File: src/shared/rr_exec_regs.vh
// Purpose: Constants for the return and rotate execution block
// Assumes: 14-bit instruction word, 8-bit data path
// Notes: Encodings are local to this block
`ifndef RR_EXEC_REGS_VH
`define RR_EXEC_REGS_VH
`define OPCODE_W 14
`define PC_W 15
`define DATA_W 8
`define FADDR_W 7
`define DEST_BIT 7
`define OP_RETURN 14'h0008
`define OP_RET_LIT_MASK 14'h3f00
`define OP_RET_LIT_CODE 14'h3400
`define OP_ROT_MASK 14'h3f00
`define OP_ROT_LEFT_CODE 14'h0d00
`define OP_ROT_RIGHT_CODE 14'h0c00
`define RETURN_CYCLES 2
`define ROTATE_CYCLES 1
`endif

File: src/logic/rotate_unit.v
// Purpose: Rotate an operand through carry
// Assumes: Combinational, 8-bit operand
// Notes: Direction selected by dir_left_i
`timescale 1ns/100ps
`default_nettype none
module rotate_unit #(
   parameter WIDTH = 8
) (
   input wire [WIDTH-1:0] operand_i,
   input wire carry_i,
   input wire dir_left_i,
   output wire [WIDTH-1:0] result_o,
   output wire carry_o
);
   // Left: msb to carry, carry to lsb; right: lsb to carry, carry to msb
   assign result_o = dir_left_i ? {operand_i[WIDTH-2:0], carry_i} :
      {carry_i, operand_i[WIDTH-1:1]};
   assign carry_o = dir_left_i ? operand_i[WIDTH-1] : operand_i[0];
endmodule // rotate_unit
`default_nettype wire

File: src/logic/return_and_rotate_exec.v
// Purpose: Execute return, return with literal and rotates through carry
// Assumes: Decoder holds opcode stable with op_valid_i until done
// Notes: File operand value is supplied by the register file
// Behaviour
// - A return pops the stack and loads the popped top into the PC in two cycles, flags untouched.
// - A return with literal writes its 8-bit immediate into the working register.
// - A return with literal also pops into the PC, is one word, two cycles, and changes no flag.
// - A left rotate shifts the file operand left through carry in one cycle, touching only carry.
// - The left rotate result goes to W when the destination bit is 0, else to the file register.
// - A right rotate shifts the file operand right through carry, touching only carry.
// - The right rotate result goes to W when the destination bit is 0, else to the file register.
`timescale 1ns/100ps
`default_nettype none
`include "rr_exec_regs.vh"
module return_and_rotate_exec #(
   parameter DATA_W = `DATA_W,
   parameter PC_W = `PC_W,
   parameter FADDR_W = `FADDR_W
) (
   input wire ref_clk_i,
   input wire reset_n_i,
   input wire op_valid_i,
   input wire [`OPCODE_W-1:0] opcode_i,
   input wire [PC_W-1:0] stack_top_entry_i,
   input wire [DATA_W-1:0] file_data_i,
   input wire carry_i,
   output reg stack_pop_o,
   output reg pc_load_o,
   output reg [PC_W-1:0] pc_value_o,
   output reg w_write_o,
   output reg [DATA_W-1:0] w_data_o,
   output reg file_write_o,
   output reg [FADDR_W-1:0] file_addr_o,
   output reg [DATA_W-1:0] file_data_o,
   output reg carry_write_o,
   output reg carry_o,
   output reg busy_o,
   output reg done_o
);
   localparam S_IDLE = 1'b0;
   localparam S_RET2 = 1'b1;
   localparam [1:0] K_NONE = 2'h0;
   localparam [1:0] K_RET = 2'h1;
   localparam [1:0] K_RET_LIT = 2'h2;
   localparam [1:0] K_ROT = 2'h3;

   function [1:0] classify;
      input [`OPCODE_W-1:0] op;
      begin
         if (op == `OP_RETURN)
            classify = K_RET;
         else if ((op & `OP_RET_LIT_MASK) == `OP_RET_LIT_CODE)
            classify = K_RET_LIT;
         else if (((op & `OP_ROT_MASK) == `OP_ROT_LEFT_CODE) ||
                  ((op & `OP_ROT_MASK) == `OP_ROT_RIGHT_CODE))
            classify = K_ROT;
         else
            classify = K_NONE;
      end
   endfunction

   // Rotate direction from the opcode
   function rot_is_left;
      input [`OPCODE_W-1:0] op;
      begin
         rot_is_left = (op & `OP_ROT_MASK) == `OP_ROT_LEFT_CODE;
      end
   endfunction

   // Destination select of a rotate
   function dest_is_file;
      input [`OPCODE_W-1:0] op;
      begin
         dest_is_file = op[`DEST_BIT];
      end
   endfunction

   reg state;
   reg next_state;
   reg next_stack_pop;
   reg next_pc_load;
   reg [PC_W-1:0] next_pc_value;
   reg next_w_write;
   reg [DATA_W-1:0] next_w_data;
   reg next_file_write;
   reg [FADDR_W-1:0] next_file_addr;
   reg [DATA_W-1:0] next_file_data;
   reg next_carry_write;
   reg next_carry;
   reg next_busy;
   reg next_done;
   wire accept;
   wire [1:0] kind;
   wire rot_left;
   wire [DATA_W-1:0] rot_result;
   wire rot_carry;

   assign kind = classify(opcode_i);
   assign rot_left = rot_is_left(opcode_i);
   // New work only taken in idle
   assign accept = op_valid_i && (state == S_IDLE);

   rotate_unit #(
      .WIDTH(DATA_W)
   ) u_rotate (
      .operand_i(file_data_i),
      .carry_i(carry_i),
      .dir_left_i(rot_left),
      .result_o(rot_result),
      .carry_o(rot_carry)
   );

   // Next values: pulses default low, data holds
   always @* begin
      next_state = state;
      next_stack_pop = 1'b0;
      next_pc_load = 1'b0;
      next_pc_value = pc_value_o;
      next_w_write = 1'b0;
      next_w_data = w_data_o;
      next_file_write = 1'b0;
      next_file_addr = file_addr_o;
      next_file_data = file_data_o;
      next_carry_write = 1'b0;
      next_carry = carry_o;
      next_busy = busy_o;
      next_done = 1'b0;
      case (state)
         S_IDLE: begin
            if (accept) begin
               case (kind)
                  K_RET: begin
                     // Pop and load PC, no flag write
                     next_stack_pop = 1'b1;
                     next_pc_load = 1'b1;
                     next_pc_value = stack_top_entry_i;
                     next_busy = 1'b1;
                     next_state = S_RET2;
                  end
                  K_RET_LIT: begin
                     next_stack_pop = 1'b1;
                     next_pc_load = 1'b1;
                     next_pc_value = stack_top_entry_i;
                     next_w_write = 1'b1;
                     next_w_data = opcode_i[DATA_W-1:0];
                     next_busy = 1'b1;
                     next_state = S_RET2;
                  end
                  K_ROT: begin
                     // Only carry flag updated, single cycle
                     next_carry_write = 1'b1;
                     next_carry = rot_carry;
                     next_file_addr = opcode_i[FADDR_W-1:0];
                     if (dest_is_file(opcode_i)) begin
                        next_file_write = 1'b1;
                        next_file_data = rot_result;
                     end else begin
                        next_w_write = 1'b1;
                        next_w_data = rot_result;
                     end
                     next_done = 1'b1;
                  end
                  default: begin
                     next_done = 1'b0;
                  end
               endcase
            end
         end
         S_RET2: begin
            // Second cycle of a return
            next_busy = 1'b0;
            next_done = 1'b1;
            next_state = S_IDLE;
         end
         default: begin
            next_state = S_IDLE;
            next_busy = 1'b0;
         end
      endcase
   end

   // Control state and strobes
   always @(posedge ref_clk_i or negedge reset_n_i) begin
      if (!reset_n_i) begin
         state <= S_IDLE;
         stack_pop_o <= 1'b0;
         pc_load_o <= 1'b0;
         w_write_o <= 1'b0;
         file_write_o <= 1'b0;
         carry_write_o <= 1'b0;
         busy_o <= 1'b0;
         done_o <= 1'b0;
      end else begin
         state <= next_state;
         stack_pop_o <= next_stack_pop;
         pc_load_o <= next_pc_load;
         w_write_o <= next_w_write;
         file_write_o <= next_file_write;
         carry_write_o <= next_carry_write;
         busy_o <= next_busy;
         done_o <= next_done;
      end
   end

   // Data outputs, held until the next write
   always @(posedge ref_clk_i or negedge reset_n_i) begin
      if (!reset_n_i) begin
         pc_value_o <= {PC_W{1'b0}};
         w_data_o <= {DATA_W{1'b0}};
         file_addr_o <= {FADDR_W{1'b0}};
         file_data_o <= {DATA_W{1'b0}};
         carry_o <= 1'b0;
      end else begin
         pc_value_o <= next_pc_value;
         w_data_o <= next_w_data;
         file_addr_o <= next_file_addr;
         file_data_o <= next_file_data;
         carry_o <= next_carry;
      end
   end
endmodule // return_and_rotate_exec
`default_nettype wire

File: config.mk
export PLATFORM = sky130hd
export DESIGN_NAME = return_and_rotate_exec
export DESIGN_NICKNAME = d
export VERILOG_FILES = /design/src/logic/rotate_unit.v /design/src/logic/return_and_rotate_exec.v
export VERILOG_INCLUDE_DIRS = /design/src /design/src/shared
export SDC_FILE = /design/constraint.sdc
export NUM_CORES = 1
export LEC_CHECK = 0
export ABC_CLOCK_PERIOD_IN_PS = 1700
export BUFFER_PORTS_ARGS = -buffer_cell sky130_fd_sc_hd__buf_4
export CAP_MARGIN = 10
export CORE_MARGIN = 8
export CORE_UTILIZATION = 47
export DETAILED_ROUTE_END_ITERATION = 7
export GPL_TIMING_DRIVEN = 0
export PLACE_DENSITY = 0.81
export SETUP_SLACK_MARGIN = 0.5
export SYNTH_ARGS = -nofsm -noshare
export SYNTH_HDL_FRONTEND = slang
export SYNTH_SLANG_ARGS = --single-unit
File: constraint.sdc
create_clock -name ref_clk_i -period 1.7 [get_ports ref_clk_i]
set_clock_uncertainty 0.05 [all_clocks]
set_input_delay 0.34 -clock ref_clk_i [delete_from_list [all_inputs] [get_ports ref_clk_i]]
set_output_delay 0.34 -clock ref_clk_i [all_outputs]
set_load 0.02 [all_outputs]
==> results.toml, run 1 <==
[run_status]
run_status = "finished, violations left"
failed_checks = "setup timing"

[power]
p_sw_w = 0.00101
p_int_w = 0.00238
p_clk_share_pct = 24.2
p_comb_share_pct = 35.8
power.density_nw_per_um2 = 896
p_seq_share_pct = 40.0
leakage_nw = 1.92
switching_share_pct = 29.7
peakVddDrop_v = 0.000785

[timing]
setup_viol = 45
holdWs_ns = 0.219
fin_crit_sh_pct = 137
fin_ws_ns = -0.626
rsz0062_at_grt = "yes"
tightest_slew_ns = 0.571
slew_headroom_pct = 61.9
slew_viol_final = 0
fmax_mhz = 430
min_period_ns = 2.33
hold_violations = 0

[synth]
synth_flop_cell = "dfrtp_1"
synth_edf_count = 0
async_flop_share_pct = 100
avgSynthCellArea_um2 = 11.7
synth_cell_types = 32
netlist_instances = 177
synth_fa_ha_area_share_pct = 1.21
synth.mux.area_fraction_pct = 12.9
synth_nets = 220
synth-seq-area-share_pct = 54.4
synth_top_family_by_area = "compound AO/OA/AOI/OAI gates"
synth-xor-area-share_pct = 0
netlist_area_um2 = 2070
yosys.area_share.simple_pct = 11.0
synth_compound_area_share_pct = 14.9
ys_ff_latch = 45
yosys_warnings = 0

[floorplan]
initial_core_util_pct = 48.2
die_w_um = 82.3
io_pins = 87
die_h_um = 82.3
die_area_um2 = 6780
core_area_um2 = 4290
num_rows = 24

[worst_setup_path]
critPathLaunchType = "primary input"
r2r_cells = 4
crit_buf_inv = 3
cp_cell_sequence = "buf_8, or4_4, nor4_2, a21oi_1, nor2_1, ha_2, buf_12, inv_1, a221oi_1, o31ai_1"
cpPeakStageDelay_ns = 0.52
critPathCaptureType = "flip-flop"
cp.depth = 10
cp_data_arrival_time_ns = 2.45
path_delay_family = "simple AND/OR/NAND/NOR gates"
required_ns = 1.83
cp_max_fo = 7
crit_slowest_cell = "or4_4"
critical_path_class = "primary input to flip-flop"

[route]
vias = 2081
route.detailed.drc = 0
viasPerCell = 5.61
wl_per_cell_um = 19.2
routed_wl_um = 7140
firstDrtPassIters = 4
ant_nets = 0
drtIter0Drc = 132

[placed_design]
hpwl_um = 4230
dpl-instance-area_um2 = 2820
portBuffers = 85
gp_congestion = 0.825

[clocking]
cts_tree = "done"
htreeDepth = 2
clkSlewWorstSetupHoldPaths_ns = 0.09
clk_latency_ns = 0.30
cts_root_buffer = "clkbuf_8"
cts_max_path_buffers = 2
cts.sinks = 45
cts_buffers = 5

[cells_and_area]
finalInstanceArea_um2 = 3780
fin_nets = 362
syn_to_final_growth_pct = 82.6
fillers = 193
drive_above_1_share_pct = 66.8
antenna_cells = 0

[grt]
grt_start_max_net_pins = 46
overflow = 0
antenna_found_initial = 0
grt_pass1_wl_um = 10600
grt_pass1_vias = 2114
grt_usage_pct = 20.5

[worst_hold_path]
hp-class = "primary input to flip-flop"
hold_depth = 2

[flow_run]
cap_viol_max_count = 0
[layer usage]
layer / part of all wire (%) / track usage [%]
met1: 36 / 21.5
met2: 51 / 35.4
met3: 10 / 9.52
met4: 2.4 / 7.02
met5: 0 / 0
[per-stage QoR]
step           cells  power (W)  util (%)  setup TNS, ns  setup slack (ns)
2_1_floorplan    177    0.00171         -         -22.22            -0.707
3_3_place_gp     314    0.00211      65.6         -33.82            -0.928
3_5_place_dp     314    0.00214      65.6         -35.93             -1.01
4_1_cts          350    0.00326      81.9         -18.52            -0.566
5_1_grt          371    0.00353      88.0         -22.87            -0.687
6_report         371    0.00338      88.0         -18.83            -0.626
[cell usage after synthesis (2+ instances only)]
cell type / number / area share [%]
clkbuf_1: 4 / 0.73
o21ai_0: 4 / 0.97
a21oi_1: 16 / 3.9
buf_6: 2 / 1.1
mux2_2: 22 / 12
dfrtp_1: 45 / 54
a221oi_1: 14 / 5.9
nor2b_1: 5 / 1.5
buf_2: 3 / 0.73
o31ai_1: 8 / 2.9
nand2_1: 10 / 1.8
inv_1: 12 / 2.2
mux2i_1: 2 / 0.97
ha_1: 2 / 1.2
or4_1: 2 / 0.73
and3_2: 7 / 2.5
nor2_1: 4 / 0.73
[logic make-up (layout without fill, tap and decap cells)]
| kind of cell | count (synthesis) | count (layout) |
|---|---|---|
| AND/OR/NAND/NOR | 36 | 36 |
| multiplexers | 24 | 24 |
| buffers and inverters | 24 | 166 |
| adder cells (fa/ha/maj) | 2 | 2 |
| flip-flops | 45 | 45 |
| AO/OA/AOI/OAI | 46 | 46 |
[registers in the layout, indices dropped and copies added (netlist names)]
register / cells
done_o: 1
file_write_o: 1
pc_value_o: 15
carry_o: 1
busy_o: 1
file_addr_o: 7
w_write_o: 1
pc_load_o: 1
file_data_o: 8
carry_write_o: 1
w_data_o: 8
[final cells by class]
| class | count | area, um2 | share of cell area [%] |
|---|---|---|---|
| sequential | 45 | 1130 | 29.8 |
| multi-input combinational | 108 | 1050 | 27.7 |
| tap | 52 | 65.1 | 1.72 |
| buffer | 11 | 110 | 2.91 |
| inverter | 13 | 48.8 | 1.29 |
| timing repair buffer | 135 | 1270 | 33.7 |
| clock inverter | 2 | 38.8 | 1.03 |
| clock buffer | 5 | 68.8 | 1.82 |
[layout by cell type (no fill, tap or decap), drive strengths merged]
cell type	count
a21o	1
a21oi	16
a221oi	14
a22oi	1
a31oi	1
and3	7
buf	143
bufinv	1
clkbuf	7
clkinv	1
dfrtp	45
dlygate4sd3	1
ha	2
inv	13
mux2	22
mux2i	2
nand2	11
nand2b	1
nand3	2
nor2	4
nor2b	5
nor3b	1
nor4	1
o21ai	5
o31ai	8
or2	1
or4	2
or4b	1
[timing repair]
action,CTS,global route
hold buffers,1,0
buffers inserted,25,21
setup endpoints to repair,91,91
cloned,3,0
gates resized for setup,91,26
hold endpoints to repair,14,0
pin swaps,11,8
[power groups by stage]
stage	sequential [W]	clock (W)	combinational (W)
after global routing	0.00137	0.000871	0.00129
after CTS	0.00134	0.000826	0.00109
after floorplan	0.00153	0	0.000183
after detailed placement	0.00133	0	0.000807
after global placement	0.00132	0	0.000788
final	0.00135	0.000819	0.00121
[final timing paths]
kind / to / slack, ns / start
max: w_data_o[6] / -0.63 / opcode_i[11]
min: pc_value_o[7] / 0.22 / stack_top_entry_i[7]
max reg2reg: w_data_o[4] / -0.25 / pc_load_o
min reg2reg: file_addr_o[6] / 0.49 / file_addr_o[6]
max in group asynchronous: pc_value_o[5] / 0.68 / reset_n_i
min in group asynchronous: carry_o / 0.53 / reset_n_i
Power figures use the tool's default switching activity.
==> run 2: changes to the inputs <==
--- a/config.mk
+++ b/config.mk
@@ -6,6 +6,7 @@
 export SDC_FILE = /design/constraint.sdc
 export NUM_CORES = 1
 export LEC_CHECK = 0
+export ABC_AREA = 1
 export ABC_CLOCK_PERIOD_IN_PS = 1700
 export BUFFER_PORTS_ARGS = -buffer_cell sky130_fd_sc_hd__buf_4
 export CAP_MARGIN = 10
==> run 2 against run 1 <==
The run ends with hold timing, setup timing left. Clock power decreased by 15%. Count of clock-buffer cells in the layout is 1 higher. Register-to-register slack better by 0.47 ns. Die area grew 0.83%. Critical path type unchanged.
==> results.toml, run 2 <==
[synth]
ys_top_cells_by_area = "dfrtp_1, nand2_1, nand3_1"
async_flop_share_pct = 100
synth_edf_count = 0
ys_ff_latch = 45
synthTopCellsByCount = "nand2_1, dfrtp_1, nand3_1"
avgSynthCellArea_um2 = 8.13
netlist_area_um2 = 2090
synth-seq-area-share_pct = 53.9
synth_nets = 300
synth.top_cell.area_share_pct = 53.9
synth_flop_cell = "dfrtp_1"
netlist_instances = 257
synth_cell_types = 23
post-synth-top-count-cell = "nand2_1"
yosysTopAreaCell = "dfrtp_1"
yosys_warnings = 0

[power]
leakage_nw = 2.12
totalPowerFinal_w = 0.00319
power.density_nw_per_um2 = 822
peakVddDrop_v = 0.000729

[route]
route.met2.wl_um = 3850
ant_nets = 0
m1WireLength_um = 2960
routed_wl_um = 8010
maxUsedRoutingLayer = "met4"
firstDrtPassIters = 5
wl_per_cell_um = 17.6
route.detailed.drc = 0
met3WireLength_um = 882
drtIter0Drc = 122
viasPerCell = 5.24
vias = 2390

[run_status]
failed_checks = "hold timing, setup timing"
run_status = "finished, violations left"

[worst_setup_path]
crit_slowest_cell = "nor3b_2"
r2r_slack_ns = 0.22
critical_path.startpoint = "opcode_i[9]"
r2r_cells = 8
worstReg2RegEnd = "w_data_o[6]"
critPathLaunchType = "primary input"
cp_cell_sequence = "buf_4, inv_2, nand2_4, nor3b_2, nand3_1, nand2_2, ha_4, buf_6, nand2_4, o21ai_4, nand2_4, buf_8, a21oi_2, nand2_1, nand2_1"
cp.depth = 15
critical_path_class = "primary input to flip-flop"
cpPeakStageDelay_ns = 0.20
cp_data_arrival_time_ns = 1.98
cp_max_fo = 8
path_delay_family = "simple AND/OR/NAND/NOR gates"
crit_path_frequent_cell = "nand2_4"
setup.worst_path.end = "w_data_o[6]"
required_ns = 1.90
r2r_start = "pc_load_o"
critPathCaptureType = "flip-flop"
crit_buf_inv = 4

[cells_and_area]
final_cell_mix = "nand2_1, buf_4, buf_6, dfrtp_1, nand2_2"
fin_nets = 447
layout.cells.non_filler = 456
final_common_cell = "nand2_1"
max_flop_register = "pc_value_o"
largestRegisters = "pc_value_o x15, file_data_o x8, w_data_o x8"
syn_to_final_growth_pct = 85.6
antenna_cells = 0
largest_reg_flops = 15
finalInstanceArea_um2 = 3880
drive_above_1_share_pct = 57.4

[floorplan]
die_h_um = 82.7
die_w_um = 82.7
core_area_um2 = 4320
io_pins = 87
initial_core_util_pct = 48.3
num_rows = 24
die_area_um2 = 6840

[timing]
tightest_slew_ns = 0.567
hold_violations = 45
fin_crit_sh_pct = 105
setup_viol = 15
slew_viol_final = 0
min_period_ns = 1.79
rsz0062_at_grt = "yes"
fin_ws_ns = -0.0864
fmax_mhz = 560
holdWs_ns = -0.0247
slew_headroom_pct = 62.2

[grt]
grt_start_max_net_pins = 46
overflow = 0
grt_pass1_vias = 2313
grt_usage_pct = 20.0
grt_pass1_wl_um = 10600
antenna_found_initial = 0

[clocking]
cts_max_path_buffers = 2
clk_latency_ns = 0.31
clkSlewWorstSetupHoldPaths_ns = 0.08
htreeDepth = 2
cts.sinks = 45
cts_buffers = 5
cts_root_buffer = "clkbuf_8"
cts_tree = "done"

[worst_hold_path]
hp-class = "primary input to async pin"

[placed_design]
hpwl_um = 4440
dpl-instance-area_um2 = 2860
dp_cells = 395
portBuffers = 86
pre_cts_ws_ns = -0.468
gp_congestion = 0.812

[flow_run]
cap_viol_max_count = 0
run 2: cell count changes after synthesis, sizes merged, moves of 3 or more:
cell / previous run / this run
nand3: 2 / 20
inv: 12 / 21
nor2b: 5 / 0
and3: 7 / 0
o21ai: 5 / 8
mux2: 22 / 0
a221oi: 14 / 0
a21oi: 16 / 10
clkbuf: 4 / 0
nor2: 4 / 7
nand2: 11 / 133
o31ai: 8 / 0
run 2: cell type report:
| cell class | count | area, um2 |
|---|---|---|
| multi-input combinational | 185 | 1080 |
| inverter | 21 | 119 |
| buffer | 7 | 95.1 |
| fill | 190 | 445 |
| sequential | 45 | 1130 |
| clock inverter | 1 | 7.51 |
| tap | 52 | 65.1 |
| timing repair buffer | 139 | 1310 |
| clock buffer | 6 | 82.6 |
run 2: where the power goes:
part	switching [W]	internal (W)
combinational	0.000548	0.000589
clock	0.000374	0.000322
sequential	0.000132	0.00123
run 2: timing repair:
item / 4_1_cts / 5_1_grt
hold buffers: 0 / 0
setup buffers: 37 / 13
gates cloned: 1 / 3
pin swaps: 18 / 19
resized for setup: 79 / 61
endpoints found under the setup margin: 91 / 91
run 2: metrics by stage:
step | TNS (ns) | utilization (%)
after detailed placement | -12.27 | 66.1
final | -0.627 | 89.7
after floorplan | -1.31 | -
after global routing | -2.35 | 89.7
after CTS | -0.0258 | 81.7
after global placement | -10.52 | 66.1
run 2: worst register-to-register path, delay by kind of cell, from the launching register on:
family	cells	cell delay, ns
flops	1	0.44
buf+inv	3	0.41
compound gates	1	0.13
simple gates	4	0.38
run 2: worst min-delay path by stage:
stage                   start             end  depth (start not counted)
floorplan           reset_n_i          busy_o                          0
global placement    reset_n_i     w_data_o[0]                          1
detailed placement  reset_n_i     w_data_o[0]                          1
CTS                 reset_n_i  file_data_o[5]                          1
global route        reset_n_i  file_data_o[5]                          1
finish              reset_n_i  file_data_o[5]                          1
run 2: routing by layer:
metal | vias to the layer above | global-route usage [%]
li1 | 1088 | -
met1 | 1135 | 21.9
met2 | 132 | 34.3
met3 | 35 | 8.98
met4 | 0 | 5.34
met5 | - | 0
run 2: logic make-up after synthesis:
family,after synthesis,synth area share [%]
compound gates,18,4.85
simple gates,164,33.8
buf+inv,28,6.29
flops,45,53.9
fa+ha+maj,2,1.20
==> run 3: changes to the inputs <==
--- a/config.mk
+++ b/config.mk
@@ -11,10 +11,12 @@
 export BUFFER_PORTS_ARGS = -buffer_cell sky130_fd_sc_hd__buf_4
 export CAP_MARGIN = 10
 export CORE_MARGIN = 8
-export CORE_UTILIZATION = 47
+export CORE_UTILIZATION = 40
 export DETAILED_ROUTE_END_ITERATION = 7
 export GPL_TIMING_DRIVEN = 0
-export PLACE_DENSITY = 0.81
+export HOLD_SLACK_MARGIN = 0.03
+export PLACE_DENSITY = 0.71
+export RECOVER_POWER = 25
 export SETUP_SLACK_MARGIN = 0.5
 export SYNTH_ARGS = -nofsm -noshare
 export SYNTH_HDL_FRONTEND = slang
==> run 3 against run 2 <==
The run ends with setup timing left. Hold slack better by 0.19 ns. Worst setup slack better by 0.069 ns. Die area is 14% higher. Non-clock buffer count is 4 lower. Core utilization is 15 points lower. Global-route usage is 2.0 points lower. Routed wire length is 15% lower. Combinational power is 7% lower. Final cell count is 3.1% higher. Register-to-register slack better by 0.11 ns. Power is 2.1% lower. Critical endpoint is now file_data_o[2].
==> results.toml, run 3 (synthesis results as in run 2) <==
[clocking]
cts_root_buffer = "clkbuf_8"
cts_buffers = 5
cts.sinks = 45
cts_max_path_buffers = 2
clk_latency_ns = 0.30
htreeDepth = 2
cts_tree = "done"
clkSlewWorstSetupHoldPaths_ns = 0.09

[worst_setup_path]
r2r_start = "pc_load_o"
cp_data_arrival_time_ns = 1.90
worstReg2RegEnd = "file_data_o[2]"
r2r_slack_ns = 0.33
critPathLaunchType = "primary input"
required_ns = 1.89
r2r_cells = 8
cp_max_fo = 6
critical_path_class = "primary input to flip-flop"
critPathCaptureType = "flip-flop"

[placed_design]
hpwl_um = 4470
gp_congestion = 0.779
portBuffers = 86
dp_cells = 413
pre_cts_ws_ns = -0.404

[grt]
use_met2_pct = 31.8
grt_pass1_wl_um = 10900
overflow = 0
grtUsageMet1_pct = 19.1
antenna_found_initial = 0
grt_pass1_vias = 2349
grt_usage_pct = 18.0
grt_start_max_net_pins = 46
grt-busiest-layer = "met2"
grt.met3_usage_pct = 7.52

[timing]
hold_violations = 0
fin_crit_sh_pct = 101
tns_ns = -0.0380
slew_headroom_pct = 58.8
tightest_slew_ns = 0.618
holdWs_ns = 0.166
fin_ws_ns = -0.0171
min_period_ns = 1.72
slew_viol_final = 0
rsz0062_at_grt = "yes"
setup_viol = 3
fmax_mhz = 582

[run_status]
run_status = "finished, violations left"
failed_checks = "setup timing"

[route]
drtIter0Drc = 29
wl_per_cell_um = 14.6
firstDrtPassIters = 4
route.detailed.drc = 0
routed_wl_um = 6850
ant_nets = 0
viasPerCell = 4.70
vias = 2209

[cells_and_area]
final_common_cell = "nand2_1"
fin_nets = 442
fillers = 402
largest_reg_flops = 15
final_cell_mix = "nand2_1, buf_4, buf_6, dfrtp_1, nand2_2"
layout.cells.non_filler = 470
syn_to_final_growth_pct = 81.5
antenna_cells = 0
max_flop_register = "pc_value_o"
drive_above_1_share_pct = 56.0
largestRegisters = "pc_value_o x15, file_data_o x8, w_data_o x8"

[power]
leakage_nw = 2.06
peakVddDrop_v = 0.000683
power.density_nw_per_um2 = 824

[floorplan]
io_pins = 87
die_h_um = 88.3
initial_core_util_pct = 41.2
die_area_um2 = 7790
core_area_um2 = 5070
num_rows = 26
die_w_um = 88.3

[worst_hold_path]
min_from = "stack_top_entry_i[1]"
hp-class = "primary input to flip-flop"
hold_depth = 3
min_to = "pc_value_o[1]"

[flow_run]
cap_viol_max_count = 0
## run 3: changes by cell type in the layout (fill, tap and decap cells not counted), sizes merged
cell | previous run | this run
clkinv | 1 | 2
inv | 20 | 21
buf | 144 | 140
clkinvlp | 1 | 0
dlygate4sd3 | 0 | 1
nand3 | 21 | 20
clkbuf | 8 | 7
## run 3: final cells by class
class	instances	area [um2]	area share, %
repair buffers	135	1260	33.2
flip-flops and latches	45	1130	29.7
multi-input cells	184	1020	27.0
inverters	21	111	2.94
plain buffers	7	90.1	2.38
well taps	70	87.6	2.31
clock buffers	6	82.6	2.18
clock inverters	2	13.8	0.363
## run 3: metrics by stage
stage | area, um2 | util (%) | power, W
after global placement | 2880 | 56.8 | 0.00210
after detailed placement | 2880 | 56.8 | 0.00212
after CTS | 3610 | 71.2 | 0.00304
after floorplan | 2150 | - | 0.00170
final | 3790 | 74.7 | 0.00312
after global routing | 3790 | 74.7 | 0.00327
## run 3: worst max-delay path by stage
stage	start	endpoint	slack, ns	depth (start not counted)
2_1_floorplan	opcode_i[13]	w_data_o[5]	-0.1	15
3_3_place_gp	opcode_i[13]	file_data_o[3]	-0.41	15
3_5_place_dp	opcode_i[13]	file_data_o[0]	-0.40	15
4_1_cts	opcode_i[13]	w_data_o[6]	0.06	16
5_1_grt	opcode_i[13]	file_data_o[6]	-0.08	16
6_report	opcode_i[7]	file_data_o[2]	-0.02	15
## run 3: where the power goes
part / total, W / switching [W] / internal, W
sequential: 0.00135 / 0.000125 / 0.00123
combinational: 0.00106 / 0.000496 / 0.000568
clock: 0.000710 / 0.000380 / 0.000330
total: 0.00312 / 0.00100 / 0.00212
## run 3: critical path, cell delays in order
cell and delay (ns):
buf_4 0.12, inv_4 0.09, nand3_1 0.11, nor2_1 0.14, a21oi_1 0.09, inv_1 0.10, ha_4 0.17, buf_12 0.12
inv_12 0.03, nor2_4 0.10, inv_4 0.06, nor2_8 0.17, buf_12 0.15, nand2_2 0.04, nand2_1 0.06
## run 3: metal layers
layer | vias to the layer above | part of all wire, %
met1 | 1042 | 37
met4 | 0 | 1.3
met2 | 81 | 52
li1 | 1079 | -
met3 | 7 | 9.7
met5 | - | 0
## run 3: what timing repair did
item | 4_1_cts | 5_1_grt
hold buffers | 1 | 0
endpoints found under the hold margin | 45 | 0
cloned | 2 | 0
resized for setup | 104 | 24
pin swaps | 17 | 7
setup endpoints to repair | 91 | 91
buffers inserted | 32 | 14
